[config.mk]
export PLATFORM = sky130hd
export DESIGN_NAME = leaky_bucket_activity_monitor
export DESIGN_NICKNAME = d
export VERILOG_FILES = /design/src/lbm_pkg.sv /design/src/bucket_if.sv /design/src/leaky_bucket_activity_monitor.sv /design/src/eval_tick.sv /design/src/bucket_core.sv
export SDC_FILE = /design/constraint.sdc
export NUM_CORES = 1
export LEC_CHECK = 0
export BUFFER_PORTS_ARGS = -buffer_cell sky130_fd_sc_hd__buf_2
export CORE_UTILIZATION = 45
export CTS_CLUSTER_DIAMETER = 60
export DETAILED_ROUTE_END_ITERATION = 8
export PLACE_DENSITY = 0.7
export RECOVER_POWER = 50
export SYNTH_ARGS = -nofsm -noshare
export SYNTH_HDL_FRONTEND = slang
export SYNTH_SLANG_ARGS = --single-unit
[constraint.sdc]
create_clock -name clk_i -period 8.4 [get_ports clk_i]
set_input_delay 1.68 -clock clk_i [delete_from_list [all_inputs] [get_ports clk_i]]
set_output_delay 1.68 -clock clk_i [all_outputs]
set_load 0.03 [all_outputs]
[src/lbm_pkg.sv]
`default_nettype none
package lbm_pkg;
	// ****************************************
	// timing
	// ****************************************
	localparam int CLK_HZ = 100_000_000;
	localparam int CLK_PER_MS = CLK_HZ / 1000;
	localparam int EVAL_PERIOD_MS = 128;
	localparam int EVAL_CYC = EVAL_PERIOD_MS * CLK_PER_MS;
	localparam int TICK_W = 24;
	localparam logic [TICK_W-1:0] TICK_ZERO = 24'h000000;
	localparam logic [TICK_W-1:0] TICK_STEP = 24'h000001;
	// ****************************************
	// bucket levels and run counter
	// ****************************************
	localparam int LVL_W = 8;
	localparam logic [LVL_W-1:0] LVL_MAX = 8'hFF;
	localparam logic [LVL_W-1:0] LVL_ZERO = 8'h00;
	localparam logic [LVL_W-1:0] LVL_STEP = 8'h01;
	localparam logic [LVL_W-1:0] SET_LVL_RST = 8'h06;
	localparam logic [LVL_W-1:0] CLR_LVL_RST = 8'h04;
	localparam int DECAY_W = 2;
	localparam logic [DECAY_W-1:0] DECAY_RST = 2'h0;
	localparam int RUN_W = 4;
	localparam logic [RUN_W-1:0] RUN_ZERO = 4'h0;
	localparam logic [RUN_W-1:0] RUN_ONE = 4'h1;
	// ****************************************
	// register map (byte addresses)
	// ****************************************
	localparam int ADR_W = 8;
	localparam int DAT_W = 32;
	localparam int SEL_W = 4;
	localparam logic [ADR_W-1:0] ADR_SET_LVL = 8'h00;
	localparam logic [ADR_W-1:0] ADR_CLR_LVL = 8'h04;
	localparam logic [ADR_W-1:0] ADR_DECAY = 8'h08;
	localparam logic [ADR_W-1:0] ADR_BUCKET = 8'h0C;
	localparam logic [ADR_W-1:0] ADR_IRQ_STAT = 8'h10;
	localparam logic [ADR_W-1:0] ADR_IRQ_MASK = 8'h14;
	localparam int WORD_LSB = 2;
	localparam int ALARM_BIT = 8;
	localparam int IRQ_W = 2;
	localparam int IRQ_RAISE = 0;
	localparam int IRQ_CLEAR = 1;
	localparam logic [IRQ_W-1:0] IRQ_RST = 2'h0;
	localparam logic [DAT_W-1:0] DAT_ZERO = 32'h00000000;
endpackage
`default_nettype wire

[src/bucket_if.sv]
`timescale 1ns/1ns
`default_nettype none
interface bucket_if;
	logic tick;
	logic fault;
	logic [lbm_pkg::DECAY_W-1:0] decay;
	logic [lbm_pkg::LVL_W-1:0] set_lvl;
	logic [lbm_pkg::LVL_W-1:0] clr_lvl;
	logic [lbm_pkg::LVL_W-1:0] count;
	logic alarm;
	logic raise;
	logic clear;
	// bucket core side
	modport core (
		input tick, fault, decay, set_lvl, clr_lvl,
		output count, alarm, raise, clear
	);
	// register side
	modport ctrl (
		output tick, fault, decay, set_lvl, clr_lvl,
		input count, alarm, raise, clear
	);
endinterface
`default_nettype wire

[src/leaky_bucket_activity_monitor.sv]
`timescale 1ns/1ns
`default_nettype none
module leaky_bucket_activity_monitor #(
	parameter logic [lbm_pkg::TICK_W-1:0] EVAL_CYC = 24'(lbm_pkg::EVAL_CYC)
) (
	input wire logic clk_i,
	input wire logic rst_i,
	input wire logic ce_i,
	input wire logic fault_i,
	input wire logic wb_cyc_i,
	input wire logic wb_stb_i,
	input wire logic wb_we_i,
	input wire logic [lbm_pkg::ADR_W-1:0] wb_adr_i,
	input wire logic [lbm_pkg::SEL_W-1:0] wb_sel_i,
	input wire logic [lbm_pkg::DAT_W-1:0] wb_dat_i,
	output logic [lbm_pkg::DAT_W-1:0] wb_dat_o,
	output logic wb_ack_o,
	output logic alarm_o,
	output logic irq_o
);
	// ****************************************
	// storage
	// ****************************************
	logic [lbm_pkg::LVL_W-1:0] alarm_set_level_cfg_c_ff;
	logic [lbm_pkg::LVL_W-1:0] alarm_clear_level_cfg_c_ff;
	logic [lbm_pkg::DECAY_W-1:0] decay_ff;
	logic [lbm_pkg::IRQ_W-1:0] irq_status_ff;
	logic [lbm_pkg::IRQ_W-1:0] irq_mask_ff;
	logic irq_ff;
	logic ack_ff;
	logic [lbm_pkg::DAT_W-1:0] rdata_ff;
	logic tick;

	bucket_if bif ();

	// ****************************************
	// evaluation timer and bucket
	// ****************************************
	eval_tick #(
		.PERIOD(EVAL_CYC)
	) u_tick (
		.clk_i(clk_i),
		.rst_i(rst_i),
		.ce_i(ce_i),
		.tick_o(tick)
	);

	bucket_core u_core (
		.clk_i(clk_i),
		.rst_i(rst_i),
		.ce_i(ce_i),
		.bus(bif)
	);

	// timer tick, fault input and configuration into the bucket
	assign bif.tick = tick;
	assign bif.fault = fault_i;
	assign bif.decay = decay_ff;
	assign bif.set_lvl = alarm_set_level_cfg_c_ff;
	assign bif.clr_lvl = alarm_clear_level_cfg_c_ff;

	// ****************************************
	// wishbone decode
	// ****************************************
	// a new request is taken once, in the cycle before ack rises
	wire logic req = wb_cyc_i & wb_stb_i & ~ack_ff;
	wire logic wr = req & wb_we_i;
	wire logic [lbm_pkg::ADR_W-lbm_pkg::WORD_LSB-1:0] word = wb_adr_i[lbm_pkg::ADR_W-1:lbm_pkg::WORD_LSB];
	wire logic hit_set = (word == lbm_pkg::ADR_SET_LVL[lbm_pkg::ADR_W-1:lbm_pkg::WORD_LSB]);
	wire logic hit_clr = (word == lbm_pkg::ADR_CLR_LVL[lbm_pkg::ADR_W-1:lbm_pkg::WORD_LSB]);
	wire logic hit_decay = (word == lbm_pkg::ADR_DECAY[lbm_pkg::ADR_W-1:lbm_pkg::WORD_LSB]);
	wire logic hit_bucket = (word == lbm_pkg::ADR_BUCKET[lbm_pkg::ADR_W-1:lbm_pkg::WORD_LSB]);
	wire logic hit_stat = (word == lbm_pkg::ADR_IRQ_STAT[lbm_pkg::ADR_W-1:lbm_pkg::WORD_LSB]);
	wire logic hit_mask = (word == lbm_pkg::ADR_IRQ_MASK[lbm_pkg::ADR_W-1:lbm_pkg::WORD_LSB]);
	wire logic lane0 = wb_sel_i[0];
	wire logic wr_set = wr & hit_set & lane0;
	wire logic wr_clr = wr & hit_clr & lane0;
	wire logic wr_decay = wr & hit_decay & lane0;
	wire logic wr_stat = wr & hit_stat & lane0;
	wire logic wr_mask = wr & hit_mask & lane0;

	// ****************************************
	// register next values
	// ****************************************
	// configuration writes
	wire logic [lbm_pkg::LVL_W-1:0] nxt_set = wr_set ? wb_dat_i[lbm_pkg::LVL_W-1:0] : alarm_set_level_cfg_c_ff;
	wire logic [lbm_pkg::LVL_W-1:0] nxt_clr = wr_clr ? wb_dat_i[lbm_pkg::LVL_W-1:0] : alarm_clear_level_cfg_c_ff;
	wire logic [lbm_pkg::DECAY_W-1:0] nxt_decay = wr_decay ? wb_dat_i[lbm_pkg::DECAY_W-1:0] : decay_ff;
	wire logic [lbm_pkg::IRQ_W-1:0] nxt_mask = wr_mask ? wb_dat_i[lbm_pkg::IRQ_W-1:0] : irq_mask_ff;

	// sticky events: a new event beats a same-cycle write-one-to-clear
	wire logic [lbm_pkg::IRQ_W-1:0] events = {bif.clear, bif.raise};
	wire logic [lbm_pkg::IRQ_W-1:0] w1c = wr_stat ? wb_dat_i[lbm_pkg::IRQ_W-1:0] : lbm_pkg::IRQ_RST;
	wire logic [lbm_pkg::IRQ_W-1:0] nxt_status = (irq_status_ff & ~w1c) | events;
	wire logic nxt_irq = |(nxt_status & nxt_mask);

	// ****************************************
	// read data selection
	// ****************************************
	// unmapped words read as zero and are still acknowledged
	wire logic [lbm_pkg::DAT_W-1:0] rd_set = {{(lbm_pkg::DAT_W-lbm_pkg::LVL_W){1'b0}}, alarm_set_level_cfg_c_ff};
	wire logic [lbm_pkg::DAT_W-1:0] rd_clr = {{(lbm_pkg::DAT_W-lbm_pkg::LVL_W){1'b0}}, alarm_clear_level_cfg_c_ff};
	wire logic [lbm_pkg::DAT_W-1:0] rd_decay = {{(lbm_pkg::DAT_W-lbm_pkg::DECAY_W){1'b0}}, decay_ff};
	wire logic [lbm_pkg::DAT_W-1:0] rd_bucket = {{(lbm_pkg::DAT_W-lbm_pkg::ALARM_BIT-1){1'b0}}, bif.alarm, bif.count};
	wire logic [lbm_pkg::DAT_W-1:0] rd_stat = {{(lbm_pkg::DAT_W-lbm_pkg::IRQ_W){1'b0}}, irq_status_ff};
	wire logic [lbm_pkg::DAT_W-1:0] rd_mask = {{(lbm_pkg::DAT_W-lbm_pkg::IRQ_W){1'b0}}, irq_mask_ff};
	wire logic [lbm_pkg::DAT_W-1:0] rd_mux = hit_set ? rd_set :
		hit_clr ? rd_clr :
		hit_decay ? rd_decay :
		hit_bucket ? rd_bucket :
		hit_stat ? rd_stat :
		hit_mask ? rd_mask : lbm_pkg::DAT_ZERO;
	wire logic [lbm_pkg::DAT_W-1:0] nxt_rdata = (req & ~wb_we_i) ? rd_mux : lbm_pkg::DAT_ZERO;

	// ****************************************
	// registers
	// ****************************************
	// software configuration
	always_ff @(posedge clk_i) begin
		if (rst_i) begin
			alarm_set_level_cfg_c_ff <= lbm_pkg::SET_LVL_RST;
			alarm_clear_level_cfg_c_ff <= lbm_pkg::CLR_LVL_RST;
			decay_ff <= lbm_pkg::DECAY_RST;
			irq_mask_ff <= lbm_pkg::IRQ_RST;
		end else if (ce_i) begin
			alarm_set_level_cfg_c_ff <= nxt_set;
			alarm_clear_level_cfg_c_ff <= nxt_clr;
			decay_ff <= nxt_decay;
			irq_mask_ff <= nxt_mask;
		end
	end

	// interrupt status and output
	always_ff @(posedge clk_i) begin
		if (rst_i) begin
			irq_status_ff <= lbm_pkg::IRQ_RST;
			irq_ff <= 1'b0;
		end else if (ce_i) begin
			irq_status_ff <= nxt_status;
			irq_ff <= nxt_irq;
		end
	end

	// bus answer
	always_ff @(posedge clk_i) begin
		if (rst_i) begin
			ack_ff <= 1'b0;
			rdata_ff <= lbm_pkg::DAT_ZERO;
		end else if (ce_i) begin
			ack_ff <= req;
			rdata_ff <= nxt_rdata;
		end
	end

	assign wb_ack_o = ack_ff;
	assign wb_dat_o = rdata_ff;
	assign irq_o = irq_ff;
	assign alarm_o = bif.alarm;
endmodule
`default_nettype wire

[src/eval_tick.sv]
`timescale 1ns/1ns
`default_nettype none
module eval_tick #(
	parameter logic [lbm_pkg::TICK_W-1:0] PERIOD = 24'(lbm_pkg::EVAL_CYC)
) (
	input wire logic clk_i,
	input wire logic rst_i,
	input wire logic ce_i,
	output logic tick_o
);
	logic [lbm_pkg::TICK_W-1:0] cnt_ff;
	logic tick_ff;
	wire logic last = (cnt_ff == PERIOD - lbm_pkg::TICK_STEP);
	wire logic [lbm_pkg::TICK_W-1:0] nxt_cnt = last ? lbm_pkg::TICK_ZERO : cnt_ff + lbm_pkg::TICK_STEP;

	// ****************************************
	// evaluation period counter
	// ****************************************
	// one pulse per evaluation period
	always_ff @(posedge clk_i) begin
		if (rst_i) begin
			cnt_ff <= lbm_pkg::TICK_ZERO;
			tick_ff <= 1'b0;
		end else if (ce_i) begin
			cnt_ff <= nxt_cnt;
			tick_ff <= last;
		end
	end
	assign tick_o = tick_ff;
endmodule
`default_nettype wire

[src/bucket_core.sv]
`timescale 1ns/1ns
`default_nettype none
module bucket_core (
	input wire logic clk_i,
	input wire logic rst_i,
	input wire logic ce_i,
	bucket_if.core bus
);
	logic [lbm_pkg::LVL_W-1:0] count_ff;
	logic [lbm_pkg::RUN_W-1:0] run_ff;
	logic seen_ff;
	logic alarm_ff;
	logic raise_ff;
	logic clear_ff;

	// ****************************************
	// fill and drain decisions
	// ****************************************
	// a fault seen at any time in the period, the tick cycle included
	wire logic fault_now = seen_ff | bus.fault;
	wire logic [lbm_pkg::RUN_W-1:0] run_len = lbm_pkg::RUN_ONE << bus.decay;
	wire logic [lbm_pkg::RUN_W-1:0] run_next = run_ff + lbm_pkg::RUN_ONE;
	wire logic drain_due = (run_next >= run_len);
	wire logic at_max = (count_ff == lbm_pkg::LVL_MAX);
	wire logic at_zero = (count_ff == lbm_pkg::LVL_ZERO);
	wire logic [lbm_pkg::LVL_W-1:0] up_count = at_max ? count_ff : count_ff + lbm_pkg::LVL_STEP;
	wire logic [lbm_pkg::LVL_W-1:0] dn_count = at_zero ? count_ff : count_ff - lbm_pkg::LVL_STEP;
	wire logic [lbm_pkg::LVL_W-1:0] eval_count = fault_now ? up_count : (drain_due ? dn_count : count_ff);
	wire logic [lbm_pkg::LVL_W-1:0] nxt_count = bus.tick ? eval_count : count_ff;
	wire logic [lbm_pkg::RUN_W-1:0] nxt_run = !bus.tick ? run_ff : ((fault_now || drain_due) ? lbm_pkg::RUN_ZERO : run_next);
	wire logic do_raise = !alarm_ff && (nxt_count >= bus.set_lvl);
	wire logic do_clear = alarm_ff && (nxt_count <= bus.clr_lvl);
	wire logic nxt_alarm = do_raise | (alarm_ff & ~do_clear);

	// accumulator, run counter and alarm
	always_ff @(posedge clk_i) begin
		if (rst_i) begin
			count_ff <= lbm_pkg::LVL_ZERO;
			run_ff <= lbm_pkg::RUN_ZERO;
			seen_ff <= 1'b0;
			alarm_ff <= 1'b0;
			raise_ff <= 1'b0;
			clear_ff <= 1'b0;
		end else if (ce_i) begin
			count_ff <= nxt_count;
			run_ff <= nxt_run;
			seen_ff <= !bus.tick && fault_now;
			alarm_ff <= nxt_alarm;
			raise_ff <= do_raise;
			clear_ff <= do_clear;
		end
	end
	assign bus.count = count_ff;
	assign bus.alarm = alarm_ff;
	// events leave in the cycle before the alarm edge so status moves with the alarm
	assign bus.raise = do_raise;
	assign bus.clear = do_clear;
endmodule
`default_nettype wire

* Word-level counts from Yosys, hierarchy flattened
Cells that the tools add are included.
** Storage, ports and cells
- Register bits after elaboration :: 95
- Output and inout port bits :: 35
- Input port bits :: 51
** Cells by class
- Eq/ne operators :: 7
- Shifts and indexed selects :: 1
- $add $sub $neg :: 4
- Reduce and logical (&&, ||, !) cells :: 13
- Bitwise logic cells :: 24
- Order comparisons :: 3
- Multiplexer cells :: 16
** Operators by type and width (count)
- $mux 9 :: 5
- $mux 8 :: 5
- $add 24x1->24 const B :: 1
- $eq 24x24->1 const B :: 1
- $mux 24 :: 1
- $and 1x1->1 :: 15
- $eq 6x2->1 const B :: 2
- $eq 6x3->1 const B :: 2
- $add 8x1->8 const B :: 1
- $eq 8x8->1 const B :: 1
- $ge 8x8->1 :: 1
- $le 8x8->1 :: 1
- $logic_not 8->1 :: 1
- $mux 2 :: 4
- $reduce_and 2->1 :: 4
- $sub 8x1->8 const B :: 1
- $eq 6x1->1 const B :: 1
- $logic_not 6->1 :: 1
- $add 4x1->4 const B :: 1
- $and 2x2->2 :: 2
- $ge 4x4->1 :: 1
- $mux 4 :: 1
- $shl 1x2->4 const A :: 1
- $logic_and 1x1->1 :: 3
- other kinds (7) :: 11

* Depth between registers and ports, before layout
Gate-level depths: netlist of run 1.
- Word-level depth :: 11
- Mapped depth :: 16
- Gate-level depth less buffers :: 16

* By module
A second synthesis of run 1 with hierarchy kept.
** Second synthesis, totals
- Cells, all modules :: 606
- Area, all modules :: 4887.2 µm²
** By module, submodules not included
- leaky_bucket_activity_monitor :: area each 1910.6 µm², times used 1, sequential area each 660.6 µm², cells an instance 235
- bucket_core :: area each 1747.9 µm², times used 1, sequential area each 280.3 µm², cells an instance 234
- eval_tick :: area each 1228.7 µm², times used 1, sequential area each 500.5 µm², cells an instance 137

* Worst setup path before layout of run 1
No wires, ideal clock.
- Path type :: input -> register
- Start point :: in fault_i
- End point :: reg irq_status_ff[0] in the netlist's numbering
- Data required time :: 8.268 ns
- Cell stages on the path :: 12
- Path slack :: 4.181 ns
- Data arrival time :: 4.087 ns
- Library setup time :: 0.132 ns
- Cell sequence :: or2_2 -> nor3_4 -> nand2_1 -> a21boi_0 -> xnor2_1 -> ha_1 -> nand2b_1 -> a2111oi_0 -> o31ai_1 -> and4b_1 -> o21ai_0 -> a21oi_1
** On the way
- Longest elaborated chain between the ends :: 6
** Ends and longest elaborated chain
- start, declared :: line leaky_bucket_activity_monitor.sv:9 : input wire logic fault_i,
- $or 1x1->1 :: line bucket_core.sv:20 : wire logic fault_now = seen_ff | bus.fault;
- $mux 8 :: line bucket_core.sv:28 : wire logic [lbm_pkg::LVL_W-1:0] eval_count = fault_now ? up_count : (drain_due ? dn_count : count_ff);
- $mux 8 :: line bucket_core.sv:29 : wire logic [lbm_pkg::LVL_W-1:0] nxt_count = bus.tick ? eval_count : count_ff;
- $ge 8x8->1 :: line bucket_core.sv:31 : wire logic do_raise = !alarm_ff && (nxt_count >= bus.set_lvl);
- $logic_and 1x1->1 :: line bucket_core.sv:31
- $or 2x2->2 :: line leaky_bucket_activity_monitor.sv:94 : wire logic [lbm_pkg::IRQ_W-1:0] nxt_status = (irq_status_ff & ~w1c) | events;
- end signal, assigned :: line leaky_bucket_activity_monitor.sv:136 : irq_status_ff <= lbm_pkg::IRQ_RST;
- end signal, assigned :: line leaky_bucket_activity_monitor.sv:139 : irq_status_ff <= nxt_status;
- end, declared :: line leaky_bucket_activity_monitor.sv:27 : logic [lbm_pkg::IRQ_W-1:0] irq_status_ff;
No other way between the ends.
A chain may end at the register's enable or synchronous reset.

==> impl_metrics.csv, run 1 <==
group,metric,value,unit
status,status,"complete, but fails checks",
status,violations,"max-capacitance violations, max-slew violations",
final_layout,layout.nets,660,
logic_synthesis,synth_most_common_cell,"dfxtp_1",
critical_path,crit_fanout,48,
final_layout,syn_to_final_growth,7.64,%
power_and_ir_drop,p_int,0.000566,W
grt,grt_pass1_wl,17.7,mm
min_path,min_path_cells,2,
flow_run,drv_cap,1,
critical_path,timing.rr.start,"u_core.run_ff[0]",
timing,setup_viol,0,
final_layout,fillers,990,
timing,finalCritPeriodShare,57.4,%
critical_path,crit_slowest_cell,"clkbuf_1",
clocking,cts_sinks,72,
power_and_ir_drop,p_comb_share,10.5,%
power_and_ir_drop,power,0.000771,W
critical_path,slowest_delay,1.52,ns
logic_synthesis,yosysSeqAreaShare,32.0,%
routing,dr.pass1.iters,4,
final_layout,seq_area,1440,um2
timing,clock.fmax,207,MHz
clocking,cts_setup_buffers,0,
floorplanning,die_area,10400,um2
placement,place_congestion,0.885,
grt,grt_max_degree,49,
min_path,min-delay-start,"alarm_clear_level_cfg_c_ff[4]",
clocking,htreeDepth,3,
clocking,clockBufferDepth,2,
floorplanning,die_x,102,um
logic_synthesis,synthCells,570,
clocking,post_cts_resized,0,
timing,worst_pin_slew,2.17,ns
critical_path,crit_required,8.60,ns
power_and_ir_drop,pwr-share-seq,45.3,%
logic_synthesis,synth_top_cells_by_count,"72 x dfxtp_1, 71 x nor2_1, 58 x nand2_1",
logic_synthesis,synth_edf_count,0,
routing,wirelength,10.8,mm
floorplanning,start_util,46.3,%
timing,grt_setup_unrepaired,"false",
floorplanning,die_y,102,um
critical_path,path_delay_family,"buffers and inverters",
critical_path,worst-endpoint-arrival,5.03,ns
power_and_ir_drop,p_clk_share,44.2,%
logic_synthesis,async_flop_share,0,%
final_layout,drive_gt1_share,10.2,%
min_path,whs_endpoint,"alarm_clear_level_cfg_c_ff[4]",
power_and_ir_drop,p_switching,0.000205,W
power_and_ir_drop,cellLeakagePower,1.92,nW
logic_synthesis,ys_types,70,
routing,wl_per_cell,15.0,um
placement,placed_cell_area,4620,um2
final_layout,final_area,4850,um2
grt,grt_antenna_before_repair,0,
critical_path,worstPathCellList,"clkbuf_1, clkinv_1, o21ai_2, nor2_1",
logic_synthesis,syn_area,4500,um2
power_and_ir_drop,vdd_drop_max,95.9,uV
logic_synthesis,yosysWarnings,0,
critical_path,start_kind,"primary input",
critical_path,ff2ff_setup_slack,4.31,ns
clocking,insertion_delay,0.36,ns
critical_path,criticalPathCategory,"primary input to flip-flop",
routing,drc,0,
logic_synthesis,yosysTopAreaCell,"dfxtp_1",
final_layout,num_antenna_cells,0,
floorplanning,coreArea,9730,um2
routing,dr.first_iter.drc_count,317,
floorplanning,ioPinCount,86,
critical_path,worstRegToRegCells,16,
routing,drtAntennaViolNets,0,
placement,dp_hpwl,7.84,mm
routing,viasPerCell,5.62,
grt,grt_pass1_vias,3753,
clocking,postCtsHoldBufs,0,
logic_synthesis,avgSynthCellArea,7.90,um2
min_path,hp-class,"flip-flop to flip-flop",
timing,period_minus_slack,4.82,ns
critical_path,endpoint_kind,"flip-flop",
logic_synthesis,yosysTopAreaCellShare,32.0,%
timing,setup_tns,0,ns
placement,port_buffers,33,
critical_path,critical_path_buf_inv_count,2,
clocking,cts_root_buf,"clkbuf_8",
timing,slew_headroom,-44.9,%
grt,grt_usage,21.7,%
clocking,clkTransAtPathRegs,0.08,ns
final_layout,multi_input_area,2750,um2
timing,fin_worst_skew,0.0124,ns
floorplanning,rows,36,
clocking,tritoncts,"done",
timing,drv_slew,49,
logic_synthesis,ys_ff_latch,72,
power_and_ir_drop,power.density,159,nW/um2
grt,gr-total-overflow,0,
power_and_ir_drop,switching_share,26.6,%
critical_path,regToRegEndpoint,"irq_o",
logic_synthesis,synth_area_leaders,"dfxtp_1 32%, ha_1 6.7%, nor2_1 5.9%",
logic_synthesis,ys.flop_type,"dfxtp_1",
routing,vias,4062,
timing,hold_violations,0,
clocking,numCtsBuffers,9,
metrics by stage:
step                      instances  setup slack (ns)  util, %  hold slack, ns
final                           723              3.58     49.8           0.460
after detailed placement        707              3.50     47.5           0.449
after global routing            723              3.29     49.8           0.480
after floorplan                 592              4.18        -           0.436
after CTS                       723              3.86     50.0           0.460
after global placement          707              3.57     47.5           0.445
worst max-delay path by stage:
| stage | start | endpoint | slack, ns | depth (start not counted) |
|---|---|---|---|---|
| floorplan | fault_i | irq_status_ff[0] | 4.18 | 12 |
| global placement | fault_i | u_core.bus.alarm | 3.57 | 13 |
| detailed placement | fault_i | irq_status_ff[0] | 3.50 | 12 |
| CTS | fault_i | irq_status_ff[0] | 3.86 | 12 |
| global route | rst_i | u_tick.cnt_ff[19] | 3.29 | 4 |
| finish | rst_i | u_tick.cnt_ff[19] | 3.58 | 4 |
power by group through the flow:
stage / sequential (W) / clock [W] / combinational (W)
finish: 0.000350 / 0.000341 / 0.0000809
global route: 0.000350 / 0.000358 / 0.0000889
CTS: 0.000349 / 0.000345 / 0.0000802
detailed placement: 0.000357 / 0 / 0.0000800
global placement: 0.000357 / 0 / 0.0000784
floorplan: 0.000355 / 0 / 0.0000708
kinds of logic (layout without fill, tap and decap cells):
logic type	count (synthesis)	after routing	synth area share, %
AND/OR/NAND/NOR	247	247	27.9
adder cells (fa/ha/maj)	24	24	6.67
multiplexers	19	19	5.06
AO/OA/AOI/OAI	107	107	14.8
buffers and inverters	76	74	8.86
other	1	23	0.0833
flip-flops	72	72	32.0
XOR/XNOR	24	24	4.67
worst reg2reg max path, stage by stage, from the launching register on:
cell and delay, ns:
dfxtp_1 0.42, ha_1 0.24, xor2_1 0.20, ha_1 0.20, o21ai_0 0.12, and2b_1 0.22
nor2_1 0.38, a21boi_0 0.32, o21ai_0 0.12, a22o_1 0.31, ha_1 0.33, nand4_1 0.11
or2_2 0.30, a22oi_1 0.35, a22oi_1 0.15, nor3_1 0.15, a311o_1 0.13
layout make-up:
cell class                 count  share of cell area, %
clock buffer                   9                   2.56
timing repair buffer          35                   3.38
tap                          133                   3.43
sequential                    72                   29.7
multi-input combinational    444                   56.6
inverter                      23                   1.78
clock inverter                 7                   2.48
flip-flops by register name, summed over array words and instances (netlist names):
name and count:
u_core.seen_ff 1, u_core.bus.count 8, u_tick.tick_o 1, wb_ack_o 1
u_core.run_ff 4, u_core.bus.alarm 1, irq_status_ff 2, u_tick.cnt_ff 24
wb_dat_o 9, bif.decay 2, irq_o 1, alarm_clear_level_cfg_c_ff 8
alarm_set_level_cfg_c_ff 8, irq_mask_ff 2
layout by cell type, fill, tap and decap left out, drive strengths merged, types with 4 or more instances in the layout:
cell    synthesis  routed
a21oi          45      45
a22oi          10      10
and3            9       9
buf            35      22
clkbuf         18      22
clkinv          1       4
conb            1      23
dfxtp          72      72
ha             24      24
inv            22      22
mux2            4       4
mux2i          13      13
nand2          58      58
nand2b          5       5
nand3          43      43
nand4          16      16
nor2           71      71
nor2b           6       6
nor3           12      12
nor4            4       4
o21ai          21      21
xnor2           7       7
xor2           17      17
per-layer routing:
metal	vias to the layer above	track usage (%)	share of wire, %
met1	1917	26.9	44
li1	1998	-	-
met5	-	0	0
met4	0	9.23	2.7
met3	22	3.76	5.6
met2	125	37.0	48
Power figures use the tool's default switching activity.
==> run 2: changes to the inputs <==
PLACE_DENSITY = 0.73   (was 0.7)
clock period = 4.3 ns   (was 8.4 ns; I/O delays follow)
==> impl_metrics.csv, run 2 (same netlist as run 1, synthesis figures left out) <==
group,metric,value,unit
timing,worst_pin_slew,2.03,ns
routing,drtAntennaViolNets,0,
clocking,tritoncts,"done",
placement,port_buffers,33,
clocking,postCtsHoldBufs,0,
grt,grt_pass1_vias,3827,
final_layout,seq_area,1440,um2
routing,drc,0,
placement,placed_cell_area,4650,um2
timing,period_minus_slack,3.98,ns
timing,hold_violations,0,
clocking,insertion_delay,0.35,ns
critical_path,crit_required,4.60,ns
floorplanning,ioPinCount,86,
grt,grt_usage,22.2,%
final_layout,final_cell_mix,"72 x dfxtp_1, 71 x nor2_1, 58 x nand2_1",
routing,wl_per_cell,14.8,um
final_layout,layout.nets,666,
power_and_ir_drop,p_clk_share,41.7,%
grt,grt_pass1_wl,18.2,mm
power_and_ir_drop,pwr-share-seq,47.0,%
floorplanning,die_area,10400,um2
final_layout,fin_util,50.0,%
power_and_ir_drop,p_switching,0.000400,W
clocking,clkTransAtPathRegs,0.08,ns
power_and_ir_drop,p_comb_share,11.3,%
final_layout,final_common_cell,"dfxtp_1",
timing,fin_worst_skew,0.00751,ns
final_layout,syn_to_final_growth,8.06,%
routing,dr.pass1.iters,5,
grt,grt_antenna_before_repair,0,
status,violations,"max-capacitance violations, max-slew violations",
floorplanning,start_util,46.3,%
routing,top_layer,"met4",
timing,clock.fmax,251,MHz
final_layout,regMostFlops,"u_tick.cnt_ff",
timing,setup_viol,0,
min_path,hp-class,"flip-flop to flip-flop",
power_and_ir_drop,p_int,0.00105,W
final_layout,largest_reg_flops,24,
power_and_ir_drop,switching_share,27.5,%
floorplanning,rows,36,
critical_path,criticalPathCategory,"flip-flop to flip-flop",
routing,wirelength,10.8,mm
final_layout,num_antenna_cells,0,
final_layout,drive_gt1_share,10.6,%
routing,viasPerCell,5.61,
status,status,"complete, but fails checks",
floorplanning,die_y,102,um
timing,finalCritPeriodShare,92.6,%
routing,dr.first_iter.drc_count,331,
power_and_ir_drop,cellLeakagePower,1.93,nW
critical_path,worst-endpoint-arrival,4.28,ns
routing,wl_met1,4.77,mm
placement,place_congestion,0.869,
routing,route.met2.wl,5.35,mm
clocking,clockBufferDepth,2,
power_and_ir_drop,power,0.00145,W
clocking,cts_sinks,72,
grt,gr-total-overflow,0,
floorplanning,coreArea,9730,um2
timing,drv_slew,20,
timing,slew_headroom,-36.4,%
flow_run,drv_cap,1,
clocking,cts_root_buf,"clkbuf_8",
clocking,numCtsBuffers,9,
final_layout,final_area,4870,um2
final_layout,fillers,982,
critical_path,crit_fanout,5,
critical_path,endpoint_kind,"flip-flop",
routing,vias,4088,
power_and_ir_drop,vdd_drop_max,184,uV
power_and_ir_drop,power.density,299,nW/um2
floorplanning,die_x,102,um
final_layout,multi_input_area,2740,um2
clocking,htreeDepth,3,
critical_path,start_kind,"flip-flop",
routing,wl_met3,560,um
grt,grt_max_degree,48,
placement,dp_hpwl,7.73,mm
## run 2: path summary, 6_finish.rpt
path	from	endpoint	slack [ns]	depth (start not counted)
worst max register to register	u_core.run_ff[0]	irq_o	0.32	17
worst max-delay path	u_core.run_ff[0]	irq_o	0.32	17
worst min-delay path	alarm_clear_level_cfg_c_ff[5]	alarm_clear_level_cfg_c_ff[5]	0.46	2
worst min register to register	alarm_clear_level_cfg_c_ff[5]	alarm_clear_level_cfg_c_ff[5]	0.46	2
## run 2: metrics by stage
step,setup slack [ns],hold WS (ns),TNS [ns],cells
global placement,0.428,0.445,0,711
global route,-0.00385,0.483,-0.00652,729
CTS,0.218,0.463,0,727
floorplan,0.882,0.436,0,592
detailed placement,0.303,0.451,0,711
finish,0.318,0.464,0,729
## run 2: cell type report
type / count / share of cell area (%)
Clock inverter: 6 / 1.90
Clock buffer: 10 / 2.62
Multi-Input combinational cell: 444 / 56.4
Tap cell: 133 / 3.42
Inverter: 23 / 1.77
Timing Repair Buffer: 41 / 4.29
Sequential cell: 72 / 29.6
## run 2: worst max-delay path, cell delays in order (launching register included)
cell      delay (ns)
dfxtp_1         0.42
ha_1            0.23
xor2_1          0.19
ha_1            0.25
o21ai_0         0.21
and2b_1         0.24
nor3_4          0.08
buf_4           0.14
a221oi_1        0.26
a311oi_1        0.12
mux2_2          0.35
ha_1            0.30
nand4_1         0.12
or2_2           0.32
a22oi_2         0.25
a22oi_1         0.14
nor3_1          0.18
a311o_1         0.14
## run 2: power by group through the flow
| stage | sequential (W) | clock [W] | combinational (W) |
|---|---|---|---|
| finish | 0.000684 | 0.000606 | 0.000164 |
| global route | 0.000685 | 0.000643 | 0.000180 |
| CTS | 0.000683 | 0.000619 | 0.000161 |
| detailed placement | 0.000699 | 0 | 0.000160 |
| global placement | 0.000699 | 0 | 0.000156 |
| floorplan | 0.000694 | 0 | 0.000138 |
## run 2: per-layer routing
| layer | track usage, % | up-vias |
|---|---|---|
| li1 | - | 2004 |
| met5 | 0 | - |
| met1 | 28.0 | 1931 |
| met4 | 7.58 | 0 |
| met3 | 4.86 | 14 |
| met2 | 37.4 | 139 |
## run 2: timing repair
action                     4_1_cts  5_1_grt
setup endpoints to repair        0        3
setup buffers                    0        2
resized for setup                0        3
==> run 3: changes to the inputs <==
BUFFER_PORTS_ARGS = default   (was -buffer_cell sky130_fd_sc_hd__buf_2)
DONT_BUFFER_PORTS = 1   (was default)
PLACE_DENSITY = 0.65   (was 0.73)
SETUP_SLACK_MARGIN = 0.4   (was default)
==> impl_metrics.csv, run 3 (same netlist as run 1, synthesis figures left out) <==
group,metric,value,unit
final_layout,layout.nets,634,
timing,period_minus_slack,3.79,ns
placement,port_buffers,0,
critical_path,worstRegToRegCells,17,
routing,drc,0,
timing,setup_viol,0,
timing,clock.fmax,264,MHz
placement,placed_cell_area,4480,um2
critical_path,criticalPathCategory,"flip-flop to flip-flop",
routing,viasPerCell,5.58,
routing,wl_per_cell,15.1,um
critical_path,endpoint_kind,"flip-flop",
grt,gr-total-overflow,0,
floorplanning,ioPinCount,86,
final_layout,num_antenna_cells,0,
grt,grt_usage,21.0,%
final_layout,final_area,4780,um2
timing,hold_violations,0,
power_and_ir_drop,power,0.00137,W
critical_path,start_kind,"flip-flop",
floorplanning,die_y,102,um
status,violations,"max-capacitance violations, max-slew violations",
routing,wirelength,10.5,mm
floorplanning,die_x,102,um
timing,grt_setup_unrepaired,"false",
final_layout,drive_gt1_share,9.75,%
timing,fin_worst_skew,0.0115,ns
timing,slew_headroom,-34.1,%
clocking,clockBufferDepth,2,
routing,drtAntennaViolNets,0,
flow_run,drv_cap,1,
clocking,cts_sinks,72,
final_layout,fillers,965,
placement,place_congestion,0.880,
grt,grt_pass1_vias,3454,
floorplanning,rows,36,
clocking,numCtsBuffers,9,
status,status,"complete, but fails checks",
final_layout,syn_to_final_growth,6.11,%
final_layout,fin_cells,697,
grt,grt_max_degree,49,
min_path,hp-class,"flip-flop to flip-flop",
floorplanning,start_util,46.3,%
clocking,cts_root_buf,"clkbuf_8",
clocking,postCtsHoldBufs,0,
timing,finalCritPeriodShare,88.1,%
routing,dr.first_iter.drc_count,215,
power_and_ir_drop,vdd_drop_max,216,uV
timing,worst_pin_slew,1.99,ns
grt,grt_antenna_before_repair,0,
grt,grtUsageMet2,33.7,%
power_and_ir_drop,power.density,288,nW/um2
final_layout,final_common_cell,"dfxtp_1",
power_and_ir_drop,cellLeakagePower,1.88,nW
grt,grt_pass1_wl,16.8,mm
timing,setup_tns,0,ns
routing,dr.pass1.iters,5,
final_layout,regMostFlops,"u_tick.cnt_ff",
clocking,clkTransAtPathRegs,0.08,ns
placement,place_inst,677,
critical_path,crit_required,4.60,ns
grt,grt_util_met3,4.99,%
timing,drv_slew,20,
routing,vias,3890,
floorplanning,die_area,10400,um2
floorplanning,coreArea,9730,um2
grt,busiest_layer,"met2",
critical_path,crit_fanout,7,
final_layout,final_cell_mix,"72 x dfxtp_1, 70 x nor2_1, 58 x nand2_1",
min_path,min_path_cells,2,
final_layout,largest_reg_flops,24,
placement,dp_hpwl,7.45,mm
clocking,tritoncts,"done",
grt,met1_usage,26.8,%
clocking,htreeDepth,3,
clocking,insertion_delay,0.35,ns
critical_path,worst-endpoint-arrival,4.09,ns
## run 3: metal layers
metal	wire (um)	share of wire, %
met5	0	0
met4	241	2.3
met3	578	5.5
met2	4870	46
met1	4810	46
## run 3: area by class of cell
class                   count  area, um2  share of cell area, %
clock buffers              10        138                   2.88
clock inverters             6       66.3                   1.39
inverters                  23       86.3                   1.81
multi-input cells         444       2810                   58.9
flip-flops and latches     72       1440                   30.2
well taps                 133        166                   3.48
repair buffers              9       67.6                   1.41
## run 3: path summary, 6_finish.rpt
| path | from | to | slack [ns] |
|---|---|---|---|
| max | u_core.run_ff[0] | irq_o | 0.51 |
| min | alarm_clear_level_cfg_c_ff[6] | alarm_clear_level_cfg_c_ff[6] | 0.45 |
| max reg2reg | u_core.run_ff[0] | irq_o | 0.51 |
| min reg2reg | alarm_clear_level_cfg_c_ff[6] | alarm_clear_level_cfg_c_ff[6] | 0.45 |
## run 3: repair_timing
action                                  4_1_cts  5_1_grt
pin swaps                                     0        4
resized for setup                             1       19
setup buffers                                 1        3
endpoints found under the setup margin        3        4
## run 3: power breakdown
part / total, W / switching [W] / internal [W]
logic: 0.000139 / 0.0000884 / 0.0000503
clock network: 0.000551 / 0.000265 / 0.000286
registers: 0.000685 / 0.0000132 / 0.000672
## run 3: worst max-delay path, stage by stage (launching register included)
cell	delay, ns
dfxtp_1	0.41
ha_1	0.23
xor2_1	0.18
ha_1	0.26
o21ai_0	0.23
and2b_1	0.29
nor3_4	0.10
buf_4	0.15
a32o_1	0.26
nand3b_1	0.08
nand3_1	0.15
ha_1	0.35
nand4_1	0.12
or2_2	0.30
a22oi_2	0.22
a22oi_1	0.11
nor3_1	0.16
a311o_1	0.13
## run 3: stage by stage
stage                     worst slack, ns  util, %  hold WS (ns)
final                               0.510     49.1         0.452
after global routing                0.255     49.1         0.475
after CTS                           0.391     48.2         0.453
after detailed placement            0.391     46.0         0.444
after global placement              0.439     46.0         0.441
after floorplan                     0.882        -         0.436
